**src/hdl/plb_pkg.sv**
```systemverilog
// Purpose: Constants for the phone line parameter bank.
// Assumes: 10 MHz system clock, two-wire serial bus sampled on it.
// Notes:   Offsets are APB byte addresses.
package plb_pkg;

    ////////////////////////////////////////////////////////////////////////
    // Serial bus
    localparam logic [6:0] DEV_ADDR    = 7'h22;
    localparam int         PARAM_COUNT = 7;
    localparam logic [7:0] SUB_LAST    = 8'hff;
    localparam logic [3:0] BIT_LAST    = 4'h7;
    localparam logic [3:0] BIT_ACK     = 4'h8;
    localparam logic [3:0] BIT_DONE    = 4'h9;

    ////////////////////////////////////////////////////////////////////////
    // Field widths
    localparam int W_DCV  = 3;
    localparam int W_RES  = 3;
    localparam int W_IMP  = 4;
    localparam int W_GAIN = 6;
    localparam int W_PD   = 2;
    localparam int W_LC   = 5;

    // Field positions, per subaddress
    localparam int IDX_DC      = 0;
    localparam int DCV_LSB     = 4;
    localparam int FAST_BIT    = 0;
    localparam int IDX_ST      = 1;
    localparam int ST_PAR_LSB  = 4;
    localparam int ST_SER_LSB  = 0;
    localparam int IDX_IMP     = 2;
    localparam int ST_CAP_LSB  = 4;
    localparam int SET_SER_LSB = 0;
    localparam int IDX_SET     = 3;
    localparam int SET_PAR_LSB = 4;
    localparam int POLE_LSB    = 0;
    localparam int IDX_SEND    = 4;
    localparam int LIM_BIT     = 7;
    localparam int SGAIN_LSB   = 0;
    localparam int IDX_RECV    = 5;
    localparam int LOAD_BIT    = 7;
    localparam int HEAR_BIT    = 6;
    localparam int RGAIN_LSB   = 0;
    localparam int IDX_CTL     = 6;
    localparam int PD_LSB      = 6;
    localparam int RING_BIT    = 4;
    localparam int RMUTE_BIT   = 3;
    localparam int SMUTE_BIT   = 2;
    localparam int DIAL_BIT    = 0;
    localparam int FLAG_BIT    = 7;

    // Reset values and writable-bit masks per subaddress
    localparam logic [7:0] PARAM_RESET [0:PARAM_COUNT-1] =
        '{8'h40, 8'h00, 8'h02, 8'h33, 8'h14, 8'h8d, 8'h00};
    localparam logic [7:0] PARAM_MASK [0:PARAM_COUNT-1] =
        '{8'h71, 8'hff, 8'hf7, 8'h7f, 8'hbf, 8'hff, 8'hdd};

    ////////////////////////////////////////////////////////////////////////
    // APB map
    localparam int         APB_AW       = 8;
    localparam logic [7:0] A_IRQ_STAT   = 8'h00;
    localparam logic [7:0] A_IRQ_CLR    = 8'h04;
    localparam logic [7:0] A_IRQ_EN     = 8'h08;
    localparam logic [7:0] A_STATUS     = 8'h0c;
    localparam logic [3:0] PAR_WORD_LO  = 4'h4;
    localparam logic [3:0] PAR_WORD_HI  = 4'ha;
    localparam int         EV_W         = 3;
    localparam int         EV_WRITE     = 0;
    localparam int         EV_READ      = 1;
    localparam int         EV_OVER      = 2;

    ////////////////////////////////////////////////////////////////////////
    // Message tracker
    typedef enum logic [4:0] {
        ST_IDLE = 5'b00001,
        ST_ADDR = 5'b00010,
        ST_SUB  = 5'b00100,
        ST_DATA = 5'b01000,
        ST_READ = 5'b10000
    } plb_state_type;

endpackage

```
**src/hdl/plb_bank.sv**
```systemverilog
// Purpose: Parameter register bank of a telephone transmission circuit.
// Assumes: Synchronous active-low reset stands for the supply monitor.
// Notes:   Serial bus slave writes parameters; APB gives status and irq.
//
// Our own choices: the placing of the registers and the APB slave port.
`timescale 1ns/1ps
`default_nettype none
module plb_bank
    import plb_pkg::*;
(
    // Clock, reset, enable
    input  wire logic                      i_clk,
    input  wire logic                      i_rst_n,
    input  wire logic                      i_ce,
    // Serial bus pins
    input  wire logic                      i_scl,
    input  wire logic                      i_sda,
    output logic                           o_sda_o,
    output logic                           o_sda_oe,
    // Measured line current
    input  wire logic [plb_pkg::W_LC-1:0]  i_line_current_code,
    // APB slave
    input  wire logic                      i_psel,
    input  wire logic                      i_penable,
    input  wire logic                      i_pwrite,
    input  wire logic [plb_pkg::APB_AW-1:0] i_paddr,
    input  wire logic [31:0]               i_pwdata,
    output logic [31:0]                    o_prdata,
    output logic                           o_pready,
    output logic                           o_pslverr,
    output logic                           o_irq,
    // Line interface settings
    output logic [plb_pkg::W_DCV-1:0]      o_dc_voltage_sel,
    output logic                           o_fast_dc_start,
    output logic [plb_pkg::W_RES-1:0]      o_set_series_res,
    output logic [plb_pkg::W_RES-1:0]      o_set_parallel_res,
    output logic [plb_pkg::W_IMP-1:0]      o_set_pole_freq,
    // Sidetone balance
    output logic [plb_pkg::W_IMP-1:0]      o_sidetone_series_res,
    output logic [plb_pkg::W_IMP-1:0]      o_sidetone_parallel_res,
    output logic [plb_pkg::W_IMP-1:0]      o_sidetone_cap,
    // Sending and receiving channels
    output logic [plb_pkg::W_GAIN-1:0]     o_send_gain,
    output logic                           o_limiter_threshold_sel,
    output logic [plb_pkg::W_GAIN-1:0]     o_receive_gain,
    output logic                           o_hearing_protect_sel,
    output logic                           o_earpiece_load_sel,
    // Control
    output logic [plb_pkg::W_PD-1:0]       o_power_down_sel,
    output logic                           o_ring_detect_disable,
    output logic                           o_receive_mute,
    output logic                           o_send_mute,
    output logic                           o_dial_pulse_ctl,
    // Signal routing derived from the mutes
    output logic                           o_mic_path_en,
    output logic                           o_dtmf_to_line,
    output logic                           o_confidence_tone
);

    ////////////////////////////////////////////////////////////////////////
    // Declarations
    plb_state_type   state_reg;
    logic [7:0]      sub_reg;
    logic            ack_en_reg;
    logic            tx_en_reg;
    logic            flag_reg;
    logic [7:0]      param_reg [0:PARAM_COUNT-1];
    logic [EV_W-1:0] irq_stat_reg;
    logic [EV_W-1:0] irq_en_reg;
    logic [EV_W-1:0] irq_stat_next;

    logic            phy_start;
    logic            phy_stop;
    logic            phy_rx_valid;
    logic [7:0]      phy_rx_byte;
    logic            phy_tx_load;
    logic            phy_tx_nack;
    logic            flag_next;

    ////////////////////////////////////////////////////////////////////////
    // Bit engine
    wire [7:0] status_byte = {flag_reg, 2'b00, i_line_current_code};

    plb_i2c_phy u_phy (
        .i_clk      (i_clk),
        .i_rst_n    (i_rst_n),
        .i_ce       (i_ce),
        .i_scl      (i_scl),
        .i_sda      (i_sda),
        .o_sda_oe   (o_sda_oe),
        .i_ack_en   (ack_en_reg),
        .i_tx_en    (tx_en_reg),
        .i_tx_byte  (status_byte),
        .o_start    (phy_start),
        .o_stop     (phy_stop),
        .o_rx_valid (phy_rx_valid),
        .o_rx_byte  (phy_rx_byte),
        .o_tx_load  (phy_tx_load),
        .o_tx_nack  (phy_tx_nack)
    );

    // Open-drain: the pin is only ever pulled low
    assign o_sda_o = 1'b0;

    ////////////////////////////////////////////////////////////////////////
    // Message decode
    wire addr_hit = (phy_rx_byte[7:1] == DEV_ADDR);
    wire data_in  = (state_reg == ST_DATA) & phy_rx_valid;
    wire sub_ok   = (sub_reg < 8'(PARAM_COUNT));
    wire par_we   = data_in & sub_ok;
    wire over_ev  = data_in & ~sub_ok;

    ////////////////////////////////////////////////////////////////////////
    // Message tracker
    always_ff @(posedge i_clk) begin
        if (!i_rst_n) begin
            state_reg  <= ST_IDLE;
            sub_reg    <= 8'h00;
            ack_en_reg <= 1'b0;
            tx_en_reg  <= 1'b0;
        end else if (i_ce) begin
            if (phy_start) begin
                state_reg  <= ST_ADDR;
                ack_en_reg <= 1'b0;
                tx_en_reg  <= 1'b0;
            end else if (phy_stop) begin
                state_reg  <= ST_IDLE;
                ack_en_reg <= 1'b0;
                tx_en_reg  <= 1'b0;
            end else begin
                unique case (state_reg)
                    ST_IDLE: begin
                    end
                    ST_ADDR: begin
                        if (phy_rx_valid && addr_hit) begin
                            ack_en_reg <= 1'b1;
                            tx_en_reg  <= phy_rx_byte[0];
                            state_reg  <= phy_rx_byte[0] ? ST_READ
                                                         : ST_SUB;
                        end else if (phy_rx_valid) begin
                            state_reg <= ST_IDLE;
                        end
                    end
                    ST_SUB: begin
                        if (phy_rx_valid) begin
                            sub_reg   <= phy_rx_byte;
                            state_reg <= ST_DATA;
                        end
                    end
                    ST_DATA: begin
                        if (phy_rx_valid && sub_reg != SUB_LAST) begin
                            sub_reg <= sub_reg + 8'h01;
                        end
                    end
                    ST_READ: begin
                        if (phy_tx_nack) begin
                            tx_en_reg <= 1'b0;
                            state_reg <= ST_IDLE;
                        end
                    end
                endcase
            end
        end
    end

    ////////////////////////////////////////////////////////////////////////
    // Parameter registers
    genvar g;
    generate
        for (g = 0; g < PARAM_COUNT; g = g + 1) begin : g_par
            wire hit = par_we & (sub_reg == 8'(g));
            always_ff @(posedge i_clk) begin
                if (!i_rst_n) begin
                    param_reg[g] <= PARAM_RESET[g];
                end else if (i_ce && hit) begin
                    param_reg[g] <= phy_rx_byte & PARAM_MASK[g];
                end
            end
        end
    endgenerate

    assign o_dc_voltage_sel = param_reg[IDX_DC][DCV_LSB +: W_DCV];
    assign o_fast_dc_start  = param_reg[IDX_DC][FAST_BIT];
    assign o_sidetone_parallel_res =
        param_reg[IDX_ST][ST_PAR_LSB +: W_IMP];
    assign o_sidetone_series_res =
        param_reg[IDX_ST][ST_SER_LSB +: W_IMP];
    assign o_sidetone_cap   = param_reg[IDX_IMP][ST_CAP_LSB +: W_IMP];
    assign o_set_series_res = param_reg[IDX_IMP][SET_SER_LSB +: W_RES];
    assign o_set_parallel_res =
        param_reg[IDX_SET][SET_PAR_LSB +: W_RES];
    assign o_set_pole_freq  = param_reg[IDX_SET][POLE_LSB +: W_IMP];
    assign o_limiter_threshold_sel = param_reg[IDX_SEND][LIM_BIT];
    assign o_send_gain      = param_reg[IDX_SEND][SGAIN_LSB +: W_GAIN];
    assign o_receive_gain   = param_reg[IDX_RECV][RGAIN_LSB +: W_GAIN];
    assign o_earpiece_load_sel = param_reg[IDX_RECV][LOAD_BIT];
    assign o_hearing_protect_sel = param_reg[IDX_RECV][HEAR_BIT];
    assign o_power_down_sel = param_reg[IDX_CTL][PD_LSB +: W_PD];
    assign o_ring_detect_disable = param_reg[IDX_CTL][RING_BIT];
    assign o_receive_mute   = param_reg[IDX_CTL][RMUTE_BIT];
    assign o_send_mute      = param_reg[IDX_CTL][SMUTE_BIT];
    assign o_dial_pulse_ctl = param_reg[IDX_CTL][DIAL_BIT];

    ////////////////////////////////////////////////////////////////////////
    // Routing from the mutes, one cycle behind the register
    wire smute = param_reg[IDX_CTL][SMUTE_BIT];
    wire rmute = param_reg[IDX_CTL][RMUTE_BIT];

    always_ff @(posedge i_clk) begin
        if (!i_rst_n) begin
            o_mic_path_en     <= 1'b1;
            o_dtmf_to_line    <= 1'b0;
            o_confidence_tone <= 1'b0;
        end else if (i_ce) begin
            o_mic_path_en     <= ~smute;
            o_dtmf_to_line    <= smute;
            o_confidence_tone <= smute & rmute;
        end
    end

    ////////////////////////////////////////////////////////////////////////
    // Reset-occurred flag; nothing but reset sets it
    // cleared when status sent
    assign flag_next = flag_reg & ~phy_tx_load;

    always_ff @(posedge i_clk) begin
        if (!i_rst_n) begin
            flag_reg <= 1'b1;
        end else if (i_ce) begin
            flag_reg <= flag_next;
        end
    end

    ////////////////////////////////////////////////////////////////////////
    // APB decode
    wire       apb_setup = i_psel & ~i_penable;
    wire       apb_wr    = i_psel & i_penable & i_pwrite & o_pready;
    wire [3:0] word      = i_paddr[5:2];
    wire       aligned   = (i_paddr[1:0] == 2'b00);
    wire       sel_stat  = (i_paddr == A_IRQ_STAT);
    wire       sel_clr   = (i_paddr == A_IRQ_CLR);
    wire       sel_en    = (i_paddr == A_IRQ_EN);
    wire       sel_sts   = (i_paddr == A_STATUS);
    wire       sel_par   = aligned & (i_paddr[7:6] == 2'b00) &
                           (word >= PAR_WORD_LO) & (word <= PAR_WORD_HI);
    wire [3:0] par_off   = word - PAR_WORD_LO;
    wire       mapped    = sel_stat | sel_clr | sel_en | sel_sts | sel_par;
    wire [7:0] par_rd    = param_reg[par_off[2:0]];

    wire [31:0] rd_mux =
        sel_stat ? {29'h0, irq_stat_reg} :
        sel_en   ? {29'h0, irq_en_reg}   :
        sel_sts  ? {24'h0, status_byte}  :
        sel_par  ? {24'h0, par_rd}       : 32'h0;

    // Zero-wait answer: data and ready are loaded in the setup cycle
    always_ff @(posedge i_clk) begin
        if (!i_rst_n) begin
            o_pready  <= 1'b0;
            o_prdata  <= 32'h0;
            o_pslverr <= 1'b0;
        end else if (i_ce) begin
            o_pready  <= apb_setup;
            o_prdata  <= apb_setup ? rd_mux : 32'h0;
            o_pslverr <= apb_setup & ~mapped;
        end
    end

    ////////////////////////////////////////////////////////////////////////
    // Interrupts: new events win over a clear in the same cycle
    wire [EV_W-1:0] ev_set = {over_ev, phy_tx_load, par_we};
    wire [EV_W-1:0] ev_clr = (apb_wr && sel_clr) ? i_pwdata[EV_W-1:0]
                                                 : {EV_W{1'b0}};

    assign irq_stat_next = (irq_stat_reg & ~ev_clr) | ev_set;

    always_ff @(posedge i_clk) begin
        if (!i_rst_n) begin
            irq_stat_reg <= {EV_W{1'b0}};
            irq_en_reg   <= {EV_W{1'b0}};
            o_irq        <= 1'b0;
        end else if (i_ce) begin
            irq_stat_reg <= irq_stat_next;
            if (apb_wr && sel_en) begin
                irq_en_reg <= i_pwdata[EV_W-1:0];
            end
            o_irq <= |(irq_stat_reg & irq_en_reg);
        end
    end

endmodule
`default_nettype wire

```
**src/hdl/plb_i2c_phy.sv**
```systemverilog
// Purpose: Bit level slave engine for the two-wire serial bus.
// Assumes: Bus pins synchronous to i_clk; SCL high and low for 2+ clocks.
// Notes:   Detects start/stop, shifts bytes, drives acks and read data.
`timescale 1ns/1ps
`default_nettype none
module plb_i2c_phy
    import plb_pkg::*;
(
    // Clock, reset, enable
    input  wire logic       i_clk,
    input  wire logic       i_rst_n,
    input  wire logic       i_ce,
    // Bus pins
    input  wire logic       i_scl,
    input  wire logic       i_sda,
    output logic            o_sda_oe,
    // Byte side
    input  wire logic       i_ack_en,
    input  wire logic       i_tx_en,
    input  wire logic [7:0] i_tx_byte,
    output logic            o_start,
    output logic            o_stop,
    output logic            o_rx_valid,
    output logic [7:0]      o_rx_byte,
    output logic            o_tx_load,
    output logic            o_tx_nack
);

    logic       scl_reg;
    logic       sda_reg;
    logic       scl_old_reg;
    logic       sda_old_reg;
    logic [3:0] cnt_reg;
    logic [7:0] shift_reg;
    logic       is_tx_reg;

    wire scl_rise  = scl_reg & ~scl_old_reg;
    wire scl_fall  = ~scl_reg & scl_old_reg;
    wire scl_high  = scl_reg & scl_old_reg;
    wire start_det = scl_high & sda_old_reg & ~sda_reg;
    wire stop_det  = scl_high & ~sda_old_reg & sda_reg;

    assign o_rx_byte = shift_reg;

    ////////////////////////////////////////////////////////////////////////
    // Pin sampling and edge history
    always_ff @(posedge i_clk) begin
        if (!i_rst_n) begin
            scl_reg     <= 1'b1;
            sda_reg     <= 1'b1;
            scl_old_reg <= 1'b1;
            sda_old_reg <= 1'b1;
        end else if (i_ce) begin
            scl_reg     <= i_scl;
            sda_reg     <= i_sda;
            scl_old_reg <= scl_reg;
            sda_old_reg <= sda_reg;
        end
    end

    ////////////////////////////////////////////////////////////////////////
    // Byte framing; rises shift in, falls change what we drive
    always_ff @(posedge i_clk) begin
        if (!i_rst_n) begin
            cnt_reg    <= 4'h0;
            shift_reg  <= 8'h00;
            is_tx_reg  <= 1'b0;
            o_sda_oe   <= 1'b0;
            o_start    <= 1'b0;
            o_stop     <= 1'b0;
            o_rx_valid <= 1'b0;
            o_tx_load  <= 1'b0;
            o_tx_nack  <= 1'b0;
        end else if (i_ce) begin
            o_start    <= start_det;
            o_stop     <= stop_det & ~start_det;
            o_rx_valid <= 1'b0;
            o_tx_load  <= 1'b0;
            o_tx_nack  <= 1'b0;
            if (start_det || stop_det) begin
                cnt_reg   <= 4'h0;
                is_tx_reg <= 1'b0;
                o_sda_oe  <= 1'b0;
            end else if (scl_rise && cnt_reg != BIT_DONE) begin
                shift_reg  <= {shift_reg[6:0], sda_reg};
                o_rx_valid <= (cnt_reg == BIT_LAST) & ~is_tx_reg;
                o_tx_nack  <= (cnt_reg == BIT_ACK) & is_tx_reg & sda_reg;
                cnt_reg    <= cnt_reg + 4'h1;
            end else if (scl_fall) begin
                if (cnt_reg == BIT_ACK) begin
                    // Ack slot: receiver pulls low, sender lets go
                    o_sda_oe <= ~is_tx_reg & i_ack_en;
                end else if (cnt_reg == BIT_DONE) begin
                    cnt_reg   <= 4'h0;
                    is_tx_reg <= i_tx_en;
                    o_tx_load <= i_tx_en;
                    if (i_tx_en) begin
                        shift_reg <= i_tx_byte;
                    end
                    o_sda_oe <= i_tx_en & ~i_tx_byte[7];
                end else if (is_tx_reg) begin
                    o_sda_oe <= ~shift_reg[7];
                end
            end
        end
    end

endmodule
`default_nettype wire

```
**config.mk**
```make
export PLATFORM = sky130hd
export DESIGN_NAME = plb_bank
export DESIGN_NICKNAME = d
export VERILOG_FILES = /design/src/hdl/plb_pkg.sv /design/src/hdl/plb_bank.sv /design/src/hdl/plb_i2c_phy.sv
export SDC_FILE = /design/constraint.sdc
export NUM_CORES = 1
export LEC_CHECK = 0
export ABC_AREA = 0
export BUFFER_PORTS_ARGS = -buffer_cell sky130_fd_sc_hd__buf_2
export CAP_MARGIN = 15
export CORE_AREA = 8 8 136 87
export CTS_CLUSTER_DIAMETER = 200
export CTS_CLUSTER_SIZE = 16
export DETAILED_ROUTE_END_ITERATION = 7
export DIE_AREA = 0 0 144 95
export PLACE_DENSITY = 0.94
export SLEW_MARGIN = 20
export SYNTH_ARGS = -nofsm -noshare
export SYNTH_HDL_FRONTEND = slang
export SYNTH_SLANG_ARGS = --single-unit
```
**constraint.sdc**
```tcl
create_clock -name i_clk -period 7.35 [get_ports i_clk]
set_clock_uncertainty 0.1 [all_clocks]
set_input_delay 0.3675 -clock i_clk [delete_from_list [all_inputs] [get_ports i_clk]]
set_output_delay 0.3675 -clock i_clk [all_outputs]
set_load 0.02 [all_outputs]
```
==> flow_summary_export.csv <==
group,metric,value,unit
run_status,outcome,"finished, final reports clean",
power,irDropWorstVdd,0.125,mV
floorplan,row_count,28,
global_route,met1_usage,0.305,
clock_network,post-cts-setup-buffer-count,0,
worst_setup_path,path_max_fanout,16,
synthesis,synth_top_area_frac,0.254,
worst_setup_path,cp_num_cells,5,
clock_network,cts.clk_slew.worst_paths,0.08,ns
drt,wl,16300,um
worst_setup_path,critPathArrivalTime,2.71,ns
final_layout,syn_to_final_growth,12.5,%
synthesis,synth_common_cells,"nand2_1, dfxtp_1, edfxtp_1",
global_route,grtUsageMet3,0.0776,
synthesis,avgSynthCellArea,9.55,um2
global_route,antenna_found_initial,1,
synthesis,ys_ff_latch,106,
synthesis,yosysTopAreaCell,"edfxtp_1",
placement,port_buffers,85,
power,p_per_area,205,nW/um2
drt,vias,5004,
synthesis,syn_area,5550,um2
clock_network,cts_buffers,9,
synthesis,synth_edf_count,47,
final_layout,nets,707,
synthesis,ys_seq_area_frac,0.467,
global_route,grt_overflow,0,
final_layout,fin_cells,787,
global_route,grt_pass1_vias,4855,
drt,drtIter0Drc,652,
synthesis,dominantRegCellSynth,"dfxtp_1",
worst_setup_path,cp_cell_sequence,"nor2_1 -> nand4_4 -> nor4_4 -> nand2_1 -> or2_2",
drt,ant_nets,0,
drt,via_per_inst,6.36,
worst_setup_path,startpoint_type,"register",
worst_setup_path,setup.worst_path.end_class,"register",
worst_setup_path,required,7.36,ns
floorplan,die_x,144,um
global_route,grt_pass1_wl,25500,um
timing,hold_viol,0,
worst_setup_path,crit_buf_inv,0,
clock_network,ctsHoldBuffers,0,
flow_run,drv_cap,0,
timing,fmax,0.371,GHz
floorplan,io_pins,140,
power,p_leak,2.36,nW
clock_network,cts_tree,"done",
placement,gp_congestion,0.946,
global_route,met2_usage,0.370,
floorplan,start_util,0.572,
timing,fin_crit,2.70,ns
floorplan,die_height,95,um
global_route,grt_max_degree,47,
worst_setup_path,cp_top_family,"simple AND/OR/NAND/NOR gates",
synthesis,synth.most_common_cell,"nand2_1",
hold_path,whs_path_depth,3,
final_layout,largest_reg_flops,47,
clock_network,root_buffer,"clkbuf_16",
clock_network,clkLatencyLatePin,0.36,ns
clock_network,cts.repair.resized,0,
clock_network,cts.sinks,106,
timing,worst_pin_slew,0.857,ns
synthesis,yosysUniqueCellTypes,65,
global_route,busiest_layer,"met2",
timing,rsz0062_at_grt,"false",
placement,dpl.hpwl,11400,um
clock_network,cts.path.max_buffers,2,
clock_network,h-tree-depth,3,
timing,holdWs,0.125,ns
worst_setup_path,cp_slowest_cell,"nor4_4",
final_layout,n_antenna_cell,0,
timing,setup_tns,0,ns
synthesis,synth_area_leaders,"edfxtp_1, dfxtp_1, nand2_1",
timing,relSlewSlack,0.424,
hold_path,hp-class,"in2reg",
power,power,1.28,mW
worst_setup_path,worstRegToRegCells,5,
global_route,grtUsageTotal,0.238,
drt,wl_per_cell,20.8,um
synthesis,synthCells,581,
drt,route.detailed.drc,0,
worst_setup_path,worstSetupPathType,"reg2reg",
synthesis,yosys_warnings,0,
final_layout,drive_above_1_share,0.201,
placement,post-place-cells,771,
floorplan,core_area,9700,um2
floorplan,die_area,13700,um2
worst_setup_path,cpPeakStageDelay,0.62,ns
drt,drtPass1Iterations,6,
timing,period_share,0.367,
timing,setup_viol,0,
timing,drv_slew,0,
synthesis,ys_async_sr_fraction,0,
==> tightest hold or removal path: stages <==
cell and delay, ns:
buf_2 0.07, mux2i_1 0.05, nand2_1 0.06
==> per-stage QoR <==
step / instance area (um2) / utilization / setup WS [ns]
after floorplan: 5640 / - / 4.86
after global placement: 5930 / 0.611 / 4.15
after detailed placement: 5930 / 0.611 / 4.08
after CTS: 6240 / 0.643 / 4.36
after global routing: 6240 / 0.643 / 4.56
final: 6240 / 0.643 / 4.65
==> path summary, 6_finish.rpt <==
path / startpoint / end / slack (ns)
min reg2reg: o_prdata[6] / o_prdata[6] / 0.36
max reg2reg: state_reg[2] / param_reg[3][5] / 4.65
max: state_reg[2] / param_reg[3][5] / 4.65
min: i_scl / u_phy.scl_reg / 0.12
==> where the power goes <==
| part | internal (mW) | leakage (nW) | switching [mW] |
|---|---|---|---|
| registers | 0.632 | 0.930 | 0.0155 |
| logic | 0.0369 | 1.27 | 0.0927 |
| clock network | 0.272 | 0.160 | 0.229 |
| total | 0.940 | 2.36 | 0.337 |
==> metal layers <==
layer | vias up | part of all wire
met2 | 383 | 0.44
li1 | 2209 | -
met4 | 4 | 0.028
met5 | - | 0.0052
met1 | 2346 | 0.38
met3 | 62 | 0.14
==> placed cells by master (no fill, tap or decap), types with 4 or more instances in the layout <==
cell type,instances
buf_2,85
nand2_1,66
dfxtp_1,59
edfxtp_1,47
nor2_1,43
a21oi_1,31
conb_1,25
mux2i_1,24
o21ai_0,23
nand3_1,22
and3_1,20
inv_1,17
nor3_1,15
and2_1,13
a211oi_1,12
o31ai_1,11
nand2b_1,10
clkbuf_16,10
a22oi_1,7
ha_1,7
o21ai_1,6
or2_2,6
nor2b_1,6
o211ai_1,6
nand4_1,5
a31oi_1,4
nor4_1,4
mux4_2,4
==> layout make-up <==
| class | count | area, um2 |
|---|---|---|
| clock buffer | 10 | 250 |
| clock inverter | 6 | 58.8 |
| fill | 719 | 3460 |
| inverter | 18 | 67.6 |
| multi-input combinational | 425 | 2660 |
| sequential | 106 | 2590 |
| tap | 135 | 169 |
| timing repair buffer | 87 | 440 |
==> logic make-up (layout without fill, tap and decap cells) <==
kind of cell | Yosys count | count (layout) | synth area share
flops | 106 | 106 | 0.467
compound gates | 127 | 127 | 0.151
xor+xnor | 2 | 2 | 0.00316
buf+inv | 74 | 121 | 0.0697
other cells | 1 | 25 | 0.000676
mux | 31 | 31 | 0.0656
fa+ha+maj | 7 | 7 | 0.0158
simple gates | 233 | 233 | 0.227
Power figures use the tool's default switching activity.
